File: src/hw/irq_stack_pkg.sv
// Purpose: Shared constants and types for the interrupt and stack control block.
// Assumes: One core clock; all control pulses are synchronous to it.
// Notes: The top-of-RAM value is a plain default and may be changed per memory size.
package irq_stack_pkg;

    // Interrupt source bank geometry.
    localparam int SRC_COUNT = 8;
    localparam int VEC_W = 4;
    localparam logic [VEC_W-1:0] VECTOR_BASE = 4'h1; // Slot 0 belongs to reset.
    localparam logic [SRC_COUNT-1:0] LEVEL_TYPE_MASK = 8'h01; // Sources without a latch.

    // Stack pointer bytes in I/O space and their reset value.
    localparam logic [5:0] STACK_LOW_OFFSET = 6'h3d;
    localparam logic [5:0] STACK_HIGH_OFFSET = 6'h3e;
    localparam logic [15:0] TOP_OF_RAM = 16'h025f;
    localparam logic [15:0] SP_STEP = 16'h0001;
    localparam logic [15:0] SP_DOUBLE_STEP = 16'h0002;

    // Global enable position in the status flags register.
    localparam int GIE_BIT = 7;

    // Sequence lengths in core clock cycles, counting the starting cycle.
    localparam int ENTRY_CYCLES = 4;
    localparam int RETURN_CYCLES = 4;
    localparam int WAKE_EXTRA_CYCLES = 4;
    localparam logic [1:0] ENTRY_LAST = 2'(ENTRY_CYCLES - 2);
    localparam logic [1:0] RETURN_LAST = 2'(RETURN_CYCLES - 2);
    localparam logic [1:0] WAKE_LAST = 2'(WAKE_EXTRA_CYCLES - 1);
    localparam logic [1:0] CNT_ONE = 2'h1;

    // Pointer pair selection and addressing modes.
    localparam logic [1:0] PTR_SEL_X = 2'h0;
    localparam logic [1:0] PTR_SEL_Y = 2'h1;
    localparam logic [1:0] PTR_SEL_Z = 2'h2;
    typedef enum logic [1:0] {PTR_PLAIN, PTR_DISP, PTR_POSTINC, PTR_PREDEC} ptr_mode_type;

endpackage : irq_stack_pkg

File: src/hw/irq_src_if.sv
// Purpose: Carries pending requests and acknowledges between source bank and core.
// Assumes: Acknowledge is a one-hot pulse in the cycle an entry is taken.
// Notes: The bank resolves priority so the core sees only the winner.
`timescale 1ns/100ps
`default_nettype none
interface irq_src_if;
    import irq_stack_pkg::*;
    logic [SRC_COUNT-1:0] pending;
    logic [SRC_COUNT-1:0] ack;
    logic any;
    logic [VEC_W-1:0] winner_vec;
    modport bank (output pending, output any, output winner_vec, input ack);
    modport core (input pending, input any, input winner_vec, output ack);
endinterface : irq_src_if
`default_nettype wire

File: src/hw/irq_source_bank.sv
// Purpose: Latches flag-type requests, passes level-type ones, picks the winner.
// Assumes: Events and clears are one-cycle pulses on the core clock.
// Notes: A set arriving with a clear, hardware or software, is kept.
`timescale 1ns/100ps
`default_nettype none
module irq_source_bank
    import irq_stack_pkg::*;
(
    input wire logic sys_clk,
    input wire logic rst_b,
    input wire logic [SRC_COUNT-1:0] src_event,
    input wire logic [SRC_COUNT-1:0] src_level,
    input wire logic [SRC_COUNT-1:0] src_enable,
    input wire logic [SRC_COUNT-1:0] flag_clear_w1,
    output logic [SRC_COUNT-1:0] src_flag,
    irq_src_if.bank src
);
    logic [SRC_COUNT-1:0] flag_r;

    // One flag per source; level-type sources never latch.
    genvar g;
    generate
        for (g = 0; g < SRC_COUNT; g++) begin : g_src
            always_ff @(posedge sys_clk) begin
                if (!rst_b || LEVEL_TYPE_MASK[g]) begin
                    flag_r[g] <= 1'b0;
                end else if (src_event[g]) begin
                    flag_r[g] <= 1'b1;
                end else if (src.ack[g] || flag_clear_w1[g]) begin
                    flag_r[g] <= 1'b0;
                end
            end
            // Level sources request only while the condition stands.
            assign src.pending[g] = src_enable[g] &
                (LEVEL_TYPE_MASK[g] ? src_level[g] : flag_r[g]);
        end
    endgenerate

    // Lowest slot wins, so scan downward and let the last hit stand.
    always_comb begin
        src.winner_vec = VECTOR_BASE;
        for (int i = SRC_COUNT - 1; i >= 0; i--) begin
            if (src.pending[i]) begin
                src.winner_vec = VEC_W'(i) + VECTOR_BASE;
            end
        end
    end

    assign src.any = |src.pending;
    assign src_flag = flag_r;
endmodule : irq_source_bank
`default_nettype wire

File: src/hw/pointer_address_unit.sv
// Purpose: Effective address and write-back value for the three data pointers.
// Assumes: The register file supplies current pointer pairs and takes write-back.
// Notes: Results appear one cycle after the request to keep outputs registered.
`timescale 1ns/100ps
`default_nettype none
module pointer_address_unit
    import irq_stack_pkg::*;
(
    input wire logic sys_clk,
    input wire logic rst_b,
    input wire logic ptr_req,
    input wire logic [1:0] ptr_sel,
    input wire ptr_mode_type ptr_mode,
    input wire logic [5:0] ptr_disp,
    input wire logic [15:0] ptr_x,
    input wire logic [15:0] ptr_y,
    input wire logic [15:0] ptr_z,
    output logic ptr_valid,
    output logic [15:0] ptr_eff_addr,
    output logic [15:0] ptr_new_value
);
    logic [15:0] base;

    // Pick the pair addressed by the request.
    always_comb begin
        case (ptr_sel)
            PTR_SEL_X: base = ptr_x;
            PTR_SEL_Y: base = ptr_y;
            PTR_SEL_Z: base = ptr_z;
            default: base = ptr_z;
        endcase
    end

    // Displacement, post-increment and pre-decrement forms.
    always_ff @(posedge sys_clk) begin
        if (!rst_b) begin
            ptr_valid <= 1'b0;
            ptr_eff_addr <= 16'h0000;
            ptr_new_value <= 16'h0000;
        end else begin
            ptr_valid <= ptr_req;
            ptr_new_value <= base;
            case (ptr_mode)
                PTR_DISP: ptr_eff_addr <= base + {10'h000, ptr_disp};
                PTR_POSTINC: begin
                    ptr_eff_addr <= base;
                    ptr_new_value <= base + SP_STEP;
                end
                PTR_PREDEC: begin
                    ptr_eff_addr <= base - SP_STEP;
                    ptr_new_value <= base - SP_STEP;
                end
                default: ptr_eff_addr <= base;
            endcase
        end
    end
endmodule : pointer_address_unit
`default_nettype wire

File: src/hw/irq_stack_ctrl.sv
// Purpose: Interrupt entry and return sequencing, stack pointer and data pointers.
// Assumes: The instruction sequencer stalls while stall is high and pulses ops.
// Notes: Stack memory answers a read one cycle after the read strobe.
`timescale 1ns/100ps
`default_nettype none
// Overview of operation
// - Byte push stores, then pointer drops one.
// - Call or entry pushes address, pointer drops two.
// - Byte pop raises pointer one, returns byte.
// - Return pops two-byte address, pointer rises two.
// - Pointer bytes readable, writable, reset top-of-RAM.
// - Three 16-bit pointers: displacement, increment, decrement.
// - Taken only with own and global enable.
// - Lowest vector wins; reset, then request zero.
// - Entry clears global enable; handler may nest.
// - Handler return takes four cycles, sets enable.
// - Vectoring or writing one clears flag.
// - Disabled flags stay latched until served.
// - Level sources request only while present.
// - One program instruction runs after return.
// - Status flags never saved or restored.
// - Clear-enable op blocks even simultaneous requests.
// - Instruction after set-enable always executes first.
// - Entry takes four cycles, pushes counter.
// - Multi-cycle instruction finishes before entry.
// - Waking from sleep adds four cycles.
// - Runs on undivided core clock, fetch overlaps.
// - Global enable is status bit seven.
module irq_stack_ctrl
    import irq_stack_pkg::*;
(
    input wire logic sys_clk,
    input wire logic rst_b,
    input wire logic [5:0] io_addr,
    input wire logic io_wr,
    input wire logic io_rd,
    input wire logic [7:0] io_wdata,
    output logic [7:0] io_rdata,
    input wire logic instr_boundary,
    input wire logic sleeping,
    input wire logic [15:0] pc_in,
    input wire logic op_push,
    input wire logic op_pop,
    input wire logic op_call,
    input wire logic op_ret,
    input wire logic op_return_from_handler,
    input wire logic [7:0] push_data,
    input wire logic gie_set_op,
    input wire logic gie_clear_op,
    input wire logic status_write,
    input wire logic [7:0] status_wdata,
    output logic global_enable,
    output logic stall,
    output logic pop_valid,
    output logic [7:0] pop_data,
    output logic entry_done,
    output logic [VEC_W-1:0] vector_index,
    output logic ret_done,
    output logic [15:0] ret_pc,
    output logic mem_wr,
    output logic mem_rd,
    output logic [15:0] mem_addr,
    output logic [7:0] mem_wdata,
    input wire logic [7:0] mem_rdata,
    input wire logic [SRC_COUNT-1:0] src_event,
    input wire logic [SRC_COUNT-1:0] src_level,
    input wire logic [SRC_COUNT-1:0] src_enable,
    input wire logic [SRC_COUNT-1:0] flag_clear_w1,
    output logic [SRC_COUNT-1:0] src_flag,
    input wire logic ptr_req,
    input wire logic [1:0] ptr_sel,
    input wire ptr_mode_type ptr_mode,
    input wire logic [5:0] ptr_disp,
    input wire logic [15:0] ptr_x,
    input wire logic [15:0] ptr_y,
    input wire logic [15:0] ptr_z,
    output logic ptr_valid,
    output logic [15:0] ptr_eff_addr,
    output logic [15:0] ptr_new_value
);
    typedef enum {ST_IDLE, ST_WAKE, ST_ENTRY, ST_RETURN, ST_POPWAIT} seq_state_type;

    seq_state_type state_r;
    logic [1:0] cnt_r;
    logic [15:0] sp_r;
    logic gie_r;
    logic hold_r;
    logic is_irq_r;
    logic is_return_from_handler_r;
    logic [15:0] pc_saved_r;
    logic [7:0] ret_hi_r;
    logic [VEC_W-1:0] vec_r;
    logic take;
    logic idle;
    logic any_op;
    logic entry_last;
    logic return_last;

    irq_src_if src ();

    irq_source_bank u_bank (
        .sys_clk(sys_clk),
        .rst_b(rst_b),
        .src_event(src_event),
        .src_level(src_level),
        .src_enable(src_enable),
        .flag_clear_w1(flag_clear_w1),
        .src_flag(src_flag),
        .src(src.bank)
    );

    pointer_address_unit u_ptr (
        .sys_clk(sys_clk),
        .rst_b(rst_b),
        .ptr_req(ptr_req),
        .ptr_sel(ptr_sel),
        .ptr_mode(ptr_mode),
        .ptr_disp(ptr_disp),
        .ptr_x(ptr_x),
        .ptr_y(ptr_y),
        .ptr_z(ptr_z),
        .ptr_valid(ptr_valid),
        .ptr_eff_addr(ptr_eff_addr),
        .ptr_new_value(ptr_new_value)
    );

    // Sequence decode shared by several processes.
    assign idle = (state_r == ST_IDLE);
    assign any_op = op_push | op_pop | op_call | op_ret | op_return_from_handler;
    assign entry_last = (state_r == ST_ENTRY) && (cnt_r == ENTRY_LAST);
    assign return_last = (state_r == ST_RETURN) && (cnt_r == RETURN_LAST);

    // Entry is only ever started at an instruction boundary, so a multi-cycle
    // instruction always completes first. Any enable change in this cycle
    // blocks it, which closes the race with the clear-enable op.
    assign take = idle && instr_boundary && !any_op && gie_r && src.any
        && !gie_clear_op
        && !gie_set_op
        && !status_write
        && !hold_r;

    // Maps a vector slot back to the index of its source.
    function automatic int vec_idx(input logic [VEC_W-1:0] v);
        vec_idx = int'(v - VECTOR_BASE);
    endfunction : vec_idx

    // Hardware acknowledge clears the winning flag as it vectors.
    always_comb begin
        src.ack = '0;
        if (take) begin
            src.ack[vec_idx(src.winner_vec)] = 1'b1;
        end
    end

    // The stall keeps the sequencer off the stack port during sequences.
    assign stall = !idle;
    assign global_enable = gie_r;

    // Stack memory port. Writes address the pointer register and reads the byte above it,
    // so the push writes at the old top before the pointer moves.
    always_comb begin
        mem_wr = 1'b0;
        mem_rd = 1'b0;
        mem_addr = sp_r;
        mem_wdata = push_data;
        case (state_r)
            ST_IDLE: begin
                if (op_push) begin
                    mem_wr = 1'b1;
                end else if (op_pop) begin
                    mem_rd = 1'b1;
                    mem_addr = sp_r + SP_STEP;
                end
            end
            ST_ENTRY: begin
                if (cnt_r < ENTRY_LAST) begin
                    mem_wr = 1'b1;
                    mem_wdata = (cnt_r == 2'h0) ? pc_saved_r[7:0] : pc_saved_r[15:8];
                end
            end
            ST_RETURN: begin
                if (cnt_r < RETURN_LAST) begin
                    mem_rd = 1'b1;
                    mem_addr = sp_r + SP_STEP;
                end
            end
            default: begin
                mem_wr = 1'b0;
            end
        endcase
    end

    // Stack pointer; software writes a byte at a time, sequences move it.
    always_ff @(posedge sys_clk) begin
        if (!rst_b) begin
            sp_r <= TOP_OF_RAM;
        end else if (io_wr && io_addr == STACK_LOW_OFFSET) begin
            sp_r[7:0] <= io_wdata;
        end else if (io_wr && io_addr == STACK_HIGH_OFFSET) begin
            sp_r[15:8] <= io_wdata;
        end else if (idle && op_push) begin
            sp_r <= sp_r - SP_STEP;
        end else if (idle && op_pop) begin
            sp_r <= sp_r + SP_STEP;
        end else if (state_r == ST_ENTRY && cnt_r < ENTRY_LAST) begin
            sp_r <= sp_r - SP_STEP;
        end else if (state_r == ST_RETURN && cnt_r < RETURN_LAST) begin
            sp_r <= sp_r + SP_STEP;
        end
    end

    // Register read port; unused offsets read as zero.
    always_ff @(posedge sys_clk) begin
        if (!rst_b) begin
            io_rdata <= 8'h00;
        end else if (io_rd) begin
            case (io_addr)
                STACK_LOW_OFFSET: io_rdata <= sp_r[7:0];
                STACK_HIGH_OFFSET: io_rdata <= sp_r[15:8];
                default: io_rdata <= 8'h00;
            endcase
        end
    end

    // Global enable. Only bit seven of a status write reaches this block; the
    // other status flags are never copied to the stack. Earlier branches win.
    always_ff @(posedge sys_clk) begin
        if (!rst_b) begin
            gie_r <= 1'b0;
        end else if (take) begin
            gie_r <= 1'b0;
        end else if (gie_clear_op) begin
            gie_r <= 1'b0;
        end else if (gie_set_op) begin
            gie_r <= 1'b1;
        end else if (status_write) begin
            gie_r <= status_wdata[GIE_BIT];
        end else if (return_last && is_return_from_handler_r) begin
            gie_r <= 1'b1;
        end
    end

    // One-instruction hold after set-enable or handler return; it drops at
    // the boundary that ends the instruction allowed to run.
    always_ff @(posedge sys_clk) begin
        if (!rst_b) begin
            hold_r <= 1'b0;
        end else if (gie_set_op) begin
            hold_r <= 1'b1;
        end else if (return_last && is_return_from_handler_r) begin
            hold_r <= 1'b1;
        end else if (instr_boundary) begin
            hold_r <= 1'b0;
        end
    end

    // Sequencer for entry, call, return and pop. A sleeping core spends the
    // extra wake cycles before the push begins.
    always_ff @(posedge sys_clk) begin
        if (!rst_b) begin
            state_r <= ST_IDLE;
            cnt_r <= 2'h0;
            is_irq_r <= 1'b0;
            is_return_from_handler_r <= 1'b0;
            pc_saved_r <= 16'h0000;
            vec_r <= '0;
        end else begin
            case (state_r)
                ST_IDLE: begin
                    cnt_r <= 2'h0;
                    if (take) begin
                        pc_saved_r <= pc_in;
                        vec_r <= src.winner_vec;
                        is_irq_r <= 1'b1;
                        state_r <= sleeping ? ST_WAKE : ST_ENTRY;
                    end else if (op_call) begin
                        pc_saved_r <= pc_in;
                        vec_r <= '0;
                        is_irq_r <= 1'b0;
                        state_r <= ST_ENTRY;
                    end else if (op_ret || op_return_from_handler) begin
                        is_return_from_handler_r <= op_return_from_handler;
                        state_r <= ST_RETURN;
                    end else if (op_pop) begin
                        state_r <= ST_POPWAIT;
                    end
                end
                ST_WAKE: begin
                    cnt_r <= cnt_r + CNT_ONE;
                    if (cnt_r == WAKE_LAST) begin
                        cnt_r <= 2'h0;
                        state_r <= ST_ENTRY;
                    end
                end
                ST_ENTRY: begin
                    cnt_r <= cnt_r + CNT_ONE;
                    if (entry_last) begin
                        state_r <= ST_IDLE;
                    end
                end
                ST_RETURN: begin
                    cnt_r <= cnt_r + CNT_ONE;
                    if (return_last) begin
                        state_r <= ST_IDLE;
                    end
                end
                ST_POPWAIT: state_r <= ST_IDLE;
                default: state_r <= ST_IDLE;
            endcase
        end
    end

    // Returned data: high byte lies nearer the top, low byte follows.
    always_ff @(posedge sys_clk) begin
        if (!rst_b) begin
            ret_hi_r <= 8'h00;
            ret_pc <= 16'h0000;
            pop_data <= 8'h00;
        end else begin
            if (state_r == ST_RETURN && cnt_r == CNT_ONE) begin
                ret_hi_r <= mem_rdata;
            end
            if (return_last) begin
                ret_pc <= {ret_hi_r, mem_rdata};
            end
            if (state_r == ST_POPWAIT) begin
                pop_data <= mem_rdata;
            end
        end
    end

    // Completion pulses, each one cycle wide, all from flip-flops.
    always_ff @(posedge sys_clk) begin
        if (!rst_b) begin
            entry_done <= 1'b0;
            ret_done <= 1'b0;
            pop_valid <= 1'b0;
            vector_index <= '0;
        end else begin
            entry_done <= entry_last;
            ret_done <= return_last;
            pop_valid <= (state_r == ST_POPWAIT);
            if (entry_last) begin
                vector_index <= vec_r;
            end
        end
    end
endmodule : irq_stack_ctrl
`default_nettype wire

File: config.mk
export PLATFORM = sky130hd
export DESIGN_NAME = irq_stack_ctrl
export DESIGN_NICKNAME = d
export VERILOG_FILES = /design/src/hw/irq_stack_pkg.sv /design/src/hw/irq_src_if.sv /design/src/hw/irq_source_bank.sv /design/src/hw/pointer_address_unit.sv /design/src/hw/irq_stack_ctrl.sv
export SDC_FILE = /design/constraint.sdc
export NUM_CORES = 1
export LEC_CHECK = 0
export BUFFER_PORTS_ARGS = -buffer_cell sky130_fd_sc_hd__buf_2
export CAP_MARGIN = 20
export CELL_PAD_IN_SITES_DETAIL_PLACEMENT = 0
export CELL_PAD_IN_SITES_GLOBAL_PLACEMENT = 1
export CORE_ASPECT_RATIO = 1.75
export CORE_UTILIZATION = 33
export DETAILED_ROUTE_END_ITERATION = 6
export PLACE_DENSITY_LB_ADDON = 0.1
export SYNTH_ARGS = -nofsm -noshare
export SYNTH_HDL_FRONTEND = slang
export SYNTH_HIERARCHICAL = 1
export SYNTH_SLANG_ARGS = --single-unit
File: constraint.sdc
create_clock -name sys_clk -period 2.8 [get_ports sys_clk]
set_input_delay 0.14 -clock sys_clk [delete_from_list [all_inputs] [get_ports sys_clk]]
set_output_delay 0.14 -clock sys_clk [all_outputs]
set_load 0.02 [all_outputs]
==> metrics.md, run 1 <==
| Metric | Value |
|---|---|
| Power Density | 706 nW/um^2 |
| Tmin final | 2580 ps |
| Max cap viols | 0 |
| ANT cells | 0 |
| Worst EP required | 2660 ps |
| Largest net degree at the start of global routing | 75 |
| Crit start category | flip-flop |
| Skew-Pair Late Insertion Delay | 430 ps |
| Final Setup Violations | 0 |
| Crit. Startpoint | sp_r[1] |
| Relative slew slack | 0.438 |
| Vias in the first global route | 8,168 |
| DR vias/cell | 5.11 |
| Setup slack, reg-to-reg | 360 ps |
| Initial DRC Count | 377 |
| Worst-path cell chain | ha_1 > and3_1 > nand2_1 > nor3_2 > nand3_1 > xnor2_1 > buf_2 |
| Fin crit share | 0.921 |
| Ratio of cells with drive above 1 in the final layout | 0.283 |
| Achievable Freq | 0.388 GHz |
| Initial core utilization | 0.337 |
| Clock buffer depth | 2 |
| Die ar. | 24,600 um^2 |
| Syn Area/Cell | 7.78 um^2 |
| Cell area after synthesis | 7890 um^2 |
| Core area | 23,400 um^2 |
| Final global-route overflow total | 0 |
| Final ANT Viol Nets | 0 |
| Worst hold path class | in2reg |
| Max Slew Vio Count | 0 |
| Chip height | 207 um |
| Clk root buf | clkbuf_16 |
| Depth of the CTS H-tree | 4 |
| Actual slew at the worst max-slew pin | 842 ps |
| Worst path max stage delay | 480 ps |
| Drt wl/cell | 17.1 um |
| Area grow syn2layout | 33.7% |
| Crit path to | mem_addr[12] |
| Io pins | 267 |
| Vias | 8,273 |
| Worst r2r dst | u_bank/src_flag[6] |
| Router iterations before antenna repair | 4 |
| Synth Net Count | 1,190 |
| RePlAce Congestion | 0.893 |
| CTS tree | yes |
| Delay-heaviest family, CP | simple AND/OR/NAND/NOR gates |
| Yosys warns | 6 |
| Placed Cells | 1,545 |
| Status | completed |
| Clock-pin slew on the worst setup and hold paths | 60 ps |
| Die width | 119 um |
| RSZ-0062 raised after global routing | no |
| Crit-path max FO | 6 |
| Clk_skew | 6.88 ps |
| Postcts setup bufs | 0 |
| Total Routing Usage GR | 0.227 |
| Crit path depth | 7 |
| Post-route insts no fill | 1,618 |
| Worst setup path category | reg2out |
| Drt drc | 0 |
| PortBufs | 249 |
| Cells after Synth | 1,015 |
| CTS Buf Count | 17 |
| Final nets | 1,476 |
| WP data arrival | 2440 ps |
| CP bufs+invs | 1 |
| First-pass GRT wire length | 42,900 um |
| FF-to-FF path depth | 11 |
| Maximum vdd ir drop | 0.438 mV |
| Rows | 74 |
| HPWL after detailed placement | 21,500 um |
| Worst setup EP type | output port |
| Setup TNS | 0 ps |
| Final hold vios | 0 |
| Slowest cell on the critical path | dfxtp_1 |
| CTS Sinks | 131 |
| R2r startpoint | u_bank/src_flag[6] |
| P_leak | 4.58 nW |
| Initial antenna violation count | 2 |
| Routed WL | 27,700 um |
flip-flops by register name, indices dropped and copies added, names as in the netlist, 2 cells and up:
signal and count:
cnt_r 2, io_rdata 8, pc_saved_r 16, pop_data 8, ret_hi_r 8, ret_pc 16, sp_r 16, state_r 3
u_bank/src_flag 7, u_ptr/ptr_eff_addr 16, u_ptr/ptr_new_value 16, vec_r 4, vector_index 4
final cells by class:
cell class                      instances  area, um^2
Sequential cell                       131        2620
Timing Repair Buffer                  337        2010
Clock buffer                           21         480
Inverter                               33         128
Tap cell                              304         380
Clock inverter                         11         128
Fill cell                            2493       12900
Multi-Input combinational cell        781        4810
placed cells by master (no fill, tap or decap), drive strengths merged, types with 23 or more instances in the layout:
cell type and instances:
dlygate4sd3 41, xnor2 23, o21ai 39, buf 296, a21oi 97, inv 29, mux2i 41, nor3 28
nor2 92, a22oi 23, dfxtp 131, nand2 171, nand3 32
where the power goes:
group	switching, mW	internal, mW	leakage [nW]
Combinational	1.78	1.06	3.22
Sequential	0.262	2.07	1.07
Clock	0.875	1.41	0.291
per-stage QoR:
step / cell area (um^2) / worst slack (ps) / power (mW) / util / hold WS, ps
global placement: 9530 / 49.0 / 5.16 / 0.407 / 347
global route: 10600 / 38.2 / 7.92 / 0.451 / 47.1
floorplan: 7890 / 154 / 4.27 / - / 267
CTS: 10600 / 96.3 / 7.55 / 0.450 / 8.81
detailed placement: 9530 / 14.6 / 5.17 / 0.407 / 351
finish: 10600 / 222 / 7.45 / 0.451 / 36.2
metal layers:
metal | part of all wire | vias to the layer above | global-route usage
met5 | 0.00079 | - | 0
met4 | 0.039 | 4 | 0.118
met3 | 0.043 | 61 | 0.0505
met2 | 0.56 | 237 | 0.449
met1 | 0.36 | 3786 | 0.215
li1 | - | 4185 | -
worst min-delay path by stage:
stage                           startpoint            endpoint  slack [ps]  cells past startpoint
after floorplan                    ptr_req     u_ptr/ptr_valid         270                      1
after global placement             ptr_req     u_ptr/ptr_valid         350                      2
after detailed placement           ptr_req     u_ptr/ptr_valid         350                      2
after CTS                 flag_clear_w1[3]  u_bank/src_flag[3]           9                      4
after global routing      flag_clear_w1[3]  u_bank/src_flag[3]          50                      4
final                             sleeping          state_r[1]          40                      4
what timing repair did:
item,CTS,global route
endpoints found under the hold margin,56,0
resized for setup,0,1
endpoints found under the setup margin,0,2
hold buffers,41,0
tightest hold or removal path: cells and delay by family:
family	cells	cell delay, ps
buf+inv	1	80
compound gates	1	60
simple gates	2	130
Note: power is estimated with default switching activity, not from simulation.
==> run 2: changes to the inputs <==
PLACE_DENSITY = 0.76   (was unset)
PLACE_DENSITY_LB_ADDON = unset   (was 0.1)
==> run 2 against run 1 <==
Compared with the run above:
- final cell count down 0.49%
- die area unchanged
- sequential share of layout area up 0.12 points
- global-route usage down 0.32 points
- via count up 2.6%
- first-iteration DRC count up 27%
- combinational power down 1%
- fmax about the same
- design area down 0.46%
- critical path depth up 3
- clock power up 4%
- critical endpoint is now global_enable
==> metrics.md, run 2 (same netlist as run 1, synthesis figures left out) <==
| Metric | Value |
|---|---|
| Initial DRC Count | 479 (+27%) |
| Switching power | 2.86 mW (-2.0%) |
| Depth of the CTS H-tree | 4 (unchanged) |
| WP data arrival | 2930 ps (+490 ps) |
| Clock-pin slew on the worst setup and hold paths | 60 ps (about the same) |
| Max cap viols | 0 (unchanged) |
| Skew-Pair Late Insertion Delay | 420 ps (about the same) |
| Crit. Startpoint | u_bank/src_flag[3] |
| Drt wl/cell | 17.0 um (-0.38%) |
| P_leak | 4.56 nW (-0.62%) |
| Chip height | 207 um (unchanged) |
| Achievable Freq | 0.388 GHz (about the same) |
| Routed WL | 27,400 um (-0.87%) |
| CTS Sinks | 131 (unchanged) |
| Worst setup EP type | flip-flop |
| Die ar. | 24,600 um^2 (unchanged) |
| Status | completed |
| Clk_skew | 7.23 ps (+0.350 ps) |
| CTS tree | yes |
| R2r startpoint | u_bank/src_flag[3] |
| Commonest non-fill, non-tap cell in the layout | buf_2 |
| Clk root buf | clkbuf_16 |
| Worst hold path class | in2reg |
| CTS Buf Count | 17 (unchanged) |
| Fin crit share | 0.921 (about the same) |
| Commonest non-fill, non-tap cells in the layout | buf_2 (249), nand2_1 (169), dfxtp_1 (131), a21oi_1 (97), nor2_1 (91) |
| DR vias/cell | 5.27 (+3.1%) |
| Final nets | 1,468 (-0.54%) |
| Final hold slack | 20.7 ps (-15.6 ps) |
| Crit-path max FO | 4 (-2) |
| Clock buffer depth | 2 (unchanged) |
| Comb power frac | 0.373 (-0.008) |
| FF-to-FF path depth | 10 (-1) |
| Ratio of cells with drive above 1 in the final layout | 0.278 (-0.00516) |
| Router iterations before antenna repair | 6 (+2) |
| HPWL after detailed placement | 21,300 um (-1.3%) |
| Power Density | 715 nW/um^2 (+1.4%) |
| Final ANT Viol Nets | 0 (unchanged) |
| Post-place setup slack | 122 ps (+108 ps) |
| First-pass GRT wire length | 42,600 um (-0.72%) |
| Vias in the first global route | 8,344 (+2.2%) |
| Io pins | 267 (unchanged) |
| Drt drc | 0 (unchanged) |
| PortBufs | 249 (unchanged) |
| Initial core utilization | 0.337 (unchanged) |
| Crit path to | global_enable |
| Reg power frac | 0.312 (about the same) |
| Relative slew slack | 0.477 (+0.0387) |
| Max Slew Vio Count | 0 (unchanged) |
| Maximum vdd ir drop | 0.377 mV (-14%) |
| Initial antenna violation count | 0 (-2) |
| Worst EP required | 3150 ps (+490 ps) |
| Vias | 8,487 (+2.6%) |
| Fillers | 2,451 (-1.7%) |
| RePlAce Congestion | 0.905 (+1.4%) |
| Area grow syn2layout | 33.1% |
| Final hold vios | 0 (unchanged) |
| Largest net degree at the start of global routing | 36 (-52%) |
| Total Routing Usage GR | 0.224 (-0.00320) |
| Final global-route overflow total | 0 (unchanged) |
| Setup TNS | 0 ps (unchanged) |
| Clock Power Share | 0.315 (+0.009) |
| Tmin final | 2580 ps (+0.589 ps) |
| Internal | 4.66 mW (+2.8%) |
| ANT cells | 0 (unchanged) |
| Actual slew at the worst max-slew pin | 778 ps (-64.0 ps) |
| Final Setup Violations | 0 (unchanged) |
| Setup ws final | 221 ps (-0.589 ps) |
| Setup slack, reg-to-reg | 220 ps (-140 ps) |
| Rows | 74 (unchanged) |
| Crit start category | flip-flop |
| Post_cts resized | 0 (unchanged) |
| Worst r2r dst | global_enable |
| Die width | 119 um (unchanged) |
| RSZ-0062 raised after global routing | no |
| Switching Fraction | 0.380 (-0.0113) |
| Postcts setup bufs | 0 (unchanged) |
| Core area | 23,400 um^2 (unchanged) |
| Worst setup path category | reg2reg |
| Fin util | 0.449 (-0.00208) |
run 2: cell types whose count changed in the layout (fill, tap and decap cells not counted), moves of 2 or more:
| cell | previous run | this run |
|---|---|---|
| clkinv_4 | 4 | 1 |
| clkbuf_8 | 4 | 6 |
| buf_4 | 47 | 42 |
| dlygate4sd3_1 | 41 | 38 |
| clkbuf_1 | 0 | 2 |
run 2: layout make-up:
| class | instances | area, um^2 | area share |
|---|---|---|---|
| sequential | 131 | 2620 | 0.250 |
| clock inverter | 7 | 119 | 0.0113 |
| multi-input combinational | 781 | 4800 | 0.457 |
| inverter | 33 | 128 | 0.0121 |
| timing repair buffer | 329 | 1940 | 0.185 |
| tap | 304 | 380 | 0.0362 |
| clock buffer | 25 | 515 | 0.0491 |
run 2: through the flow:
stage	instances	power, mW	instance area [um^2]
6_report	1610	7.52	10500
3_5_place_dp	1540	5.12	9490
5_1_grt	1610	7.93	10500
2_1_floorplan	1015	4.27	7890
3_3_place_gp	1540	5.11	9490
4_1_cts	1610	7.56	10500
run 2: repair_timing:
item,4_1_cts,5_1_grt
hold endpoints to repair,51,0
hold buffers,38,0
endpoints found under the setup margin,0,0
run 2: worst min-delay path by stage:
stage                     slack [ps]               to         from  cells after the start
after floorplan                  270  u_ptr/ptr_valid      ptr_req                      1
after global placement           350  u_ptr/ptr_valid      ptr_req                      2
after detailed placement         360  u_ptr/ptr_valid      ptr_req                      2
after CTS                        0.4          sp_r[4]  io_wdata[4]                      3
after global routing              20          sp_r[4]  io_wdata[4]                      3
final                             20          sp_r[4]  io_wdata[4]                      3
run 2: worst max-delay path: stages, from the launching register on:
cell and delay (ps):
dfxtp_1 330, a22o_1 250, nor3_2 190, nand3_1 130
nor4b_1 180, nand2_1 60, nor2_1 70, buf_4 160
or4_1 460, a21oi_1 120, dlygate4sd3_1 570
run 2: metal layers:
layer / global-route usage / vias to the layer above / wire length (um)
li1: - / 4167 / -
met1: 0.214 / 3919 / 9730
met2: 0.438 / 306 / 15000
met3: 0.0346 / 95 / 1140
met4: 0.146 / 0 / 1540
met5: 0 / - / 0
run 2: power groups by stage:
stage / clock network, mW / logic (mW) / registers [mW]
2_1_floorplan: 0 / 1.99 / 2.28
3_3_place_gp: 0 / 2.74 / 2.37
3_5_place_dp: 0 / 2.75 / 2.37
4_1_cts: 2.42 / 2.81 / 2.33
5_1_grt: 2.51 / 3.05 / 2.37
6_report: 2.37 / 2.80 / 2.34
==> run 3: changes to the inputs <==
CTS_BUF_LIST = sky130_fd_sc_hd__clkbuf_8 sky130_fd_sc_hd__clkbuf_16   (was unset)
GPL_TIMING_DRIVEN = 0   (was unset)
==> run 3 against run 2 <==
Compared with the run above:
- fmax is 2.4% lower
- flip-flop and latch count stayed put
- worst hold slack gained 12 ps
- sequential power fell by 5%
- register-to-register slack improved by 180 ps
- via count grew 1.1%
- combinational power increased by 7.5%
- worst setup slack got worse by 64 ps
- critical path type is now reg2out
==> metrics.md, run 3 (same netlist as run 1, synthesis figures left out) <==
| Metric | Value |
|---|---|
| Status | completed |
| Worst EP required | 2660 ps (-490 ps) |
| Fin crit share | 0.944 (+0.0228) |
| Final Setup Violations | 0 (unchanged) |
| Area grow syn2layout | 33.5% |
| Setup slack, reg-to-reg | 400 ps (+180 ps) |
| Hold Crit Start | gie_set_op |
| Vias in the first global route | 8,408 (+0.77%) |
| Clock-pin slew on the worst setup and hold paths | 60 ps (about the same) |
| Vias | 8,579 (+1.1%) |
| Total power | 7.60 mW (+1.2%) |
| Relative slew slack | 0.279 (-0.198) |
| Worst setup path category | reg2out |
| Worst setup EP type | output port |
| R2r startpoint | u_bank/src_flag[3] |
| Initial core utilization | 0.337 (unchanged) |
| Fillers | 2,422 (-1.2%) |
| Cell area after placement | 9500 um^2 (about the same) |
| Chip height | 207 um (unchanged) |
| Endpoint, Worst Hold | hold_r |
| P_leak | 4.53 nW (-0.57%) |
| Worst hold path class | in2reg |
| Die ar. | 24,600 um^2 (unchanged) |
| Clock Power Share | 0.313 (-0.002) |
| Ratio of cells with drive above 1 in the final layout | 0.260 (-0.0178) |
| PortBufs | 243 (-2.4%) |
| Achievable Freq | 0.378 GHz (-2.4%) |
| Initial DRC Count | 405 (-15%) |
| CTS tree | yes |
| RePlAce Congestion | 0.945 (+4.4%) |
| Switching power | 2.97 mW (+3.8%) |
| First-pass GRT wire length | 43,500 um (+2.1%) |
| Crit start category | flip-flop |
| WP data arrival | 2500 ps (-430 ps) |
| Commonest non-fill, non-tap cell in the layout | buf_2 |
| Final nets | 1,492 (+1.6%) |
| Tmin final | 2640 ps (+63.9 ps) |
| Io pins | 267 (unchanged) |
| Power Density | 721 nW/um^2 (+0.81%) |
| CTS Buf Count | 17 (unchanged) |
| Router iterations before antenna repair | 5 (-1) |
| Die width | 119 um (unchanged) |
| Final ANT Viol Nets | 0 (unchanged) |
| Depth of the CTS H-tree | 4 (unchanged) |
| Drt wl/cell | 17.3 um (+1.6%) |
| DR vias/cell | 5.24 (-0.58%) |
| Clk_skew | 6.43 ps (-0.796 ps) |
| Setup TNS | 0 ps (unchanged) |
| Maximum vdd ir drop | 0.371 mV (-1.8%) |
| Final global-route overflow total | 0 (unchanged) |
| Clk root buf | clkbuf_16 |
| Max Slew Vio Count | 0 (unchanged) |
| Worst r2r dst | global_enable |
| Core area | 23,400 um^2 (unchanged) |
| Drt drc | 0 (unchanged) |
| Commonest non-fill, non-tap cells in the layout | buf_2 (259), nand2_1 (169), dfxtp_1 (131), a21oi_1 (97), nor2_1 (90) |
| Fin area | 10,500 um^2 (+0.33%) |
| RSZ-0062 raised after global routing | no |
| FF-to-FF path depth | 9 (-1) |
| Max cap viols | 0 (unchanged) |
| Skew-Pair Late Insertion Delay | 430 ps (about the same) |
| Total Routing Usage GR | 0.230 (+0.00679) |
| Largest net degree at the start of global routing | 17 (-53%) |
| Reg power frac | 0.291 (-0.021) |
| CTS Sinks | 131 (unchanged) |
| Actual slew at the worst max-slew pin | 1070 ps (+295 ps) |
| Clock buffer depth | 2 (unchanged) |
| Rows | 74 (unchanged) |
| Crit-path max FO | 8 (+4) |
| Internal | 4.64 mW (-0.47%) |
| Final hold vios | 0 (unchanged) |
| Routed WL | 28,400 um (+3.4%) |
| Initial antenna violation count | 3 (+3) |
| Switching Fraction | 0.390 (+0.00996) |
| Comb power frac | 0.395 (+0.022) |
| HPWL after detailed placement | 22,300 um (+4.8%) |
| WHS Path Cells | 3 (unchanged) |
==> run 3: changes by cell type in the layout (fill, tap and decap cells not counted), moves of 3 or more <==
cell	previous run	this run
clkbuf_8	6	1
clkbuf_1	2	37
buf_1	0	5
buf_6	0	6
buf_4	42	5
buf_2	249	259
diode_2	0	3
==> run 3: worst max-delay path, stage by stage (launching register included) <==
cell and delay [ps]:
dfxtp_1 300, buf_2 260, nand4_2 180, or2_0 250, buf_6 150, nor4_2 460, nand3_1 160, xnor2_1 150
buf_2 170
==> run 3: how the worst max path moves through the flow <==
stage                     from                     end  slack (ps)  cells after the start
finish                 sp_r[6]            mem_addr[15]         160                      8
global route           sp_r[6]            mem_addr[15]          10                      8
CTS                 ptr_sel[1]  u_ptr/ptr_eff_addr[15]          90                     13
detailed placement  ptr_sel[0]   u_ptr/ptr_eff_addr[6]        -600                     13
global placement    ptr_sel[0]   u_ptr/ptr_eff_addr[6]        -600                     13
floorplan           ptr_sel[0]  u_ptr/ptr_eff_addr[12]         150                     13
==> run 3: per-stage QoR <==
step                hold slack, ps  instances   util  setup WS (ps)
global placement               351       1562  0.405           -599
finish                        32.6       1637  0.450            157
global route                  31.6       1637  0.450           14.7
floorplan                      267       1015      -            154
detailed placement             355       1563  0.405           -597
CTS                           2.48       1634  0.449           87.4
==> run 3: area by class of cell <==
class / instances / area (um^2) / area share
multi-input combinational: 781 / 4810 / 0.456
sequential: 131 / 2620 / 0.249
timing repair buffer: 285 / 1630 / 0.155
clock buffer: 18 / 439 / 0.0417
tap: 304 / 380 / 0.0361
buffer: 68 / 335 / 0.0318
clock inverter: 14 / 188 / 0.0178
inverter: 33 / 128 / 0.0121
antenna: 3 / 7.51 / 0.000712
==> run 3: layer usage <==
| metal | up-vias | track usage | part of all wire |
|---|---|---|---|
| met4 | 0 | 0.132 | 0.042 |
| met5 | - | 0 | 0 |
| met1 | 3968 | 0.215 | 0.35 |
| li1 | 4225 | - | - |
| met3 | 69 | 0.0448 | 0.044 |
| met2 | 317 | 0.460 | 0.56 |
==> run 3: power groups by stage <==
stage               clock (mW)  sequential, mW  combinational [mW]
CTS                       2.43            2.21                2.99
floorplan                    0            2.28                1.99
global placement             0            2.25                2.91
detailed placement           0            2.25                2.93
global route              2.52            2.24                3.27
finish                    2.38            2.22                3.01
==> run 3: repair_timing <==
item | 4_1_cts | 5_1_grt
hold buffers | 40 | 0
resized for setup | 0 | 3
buffers inserted | 1 | 0
endpoints found under the setup margin | 9 | 4
pin swaps | 1 | 0
hold endpoints to repair | 55 | 0
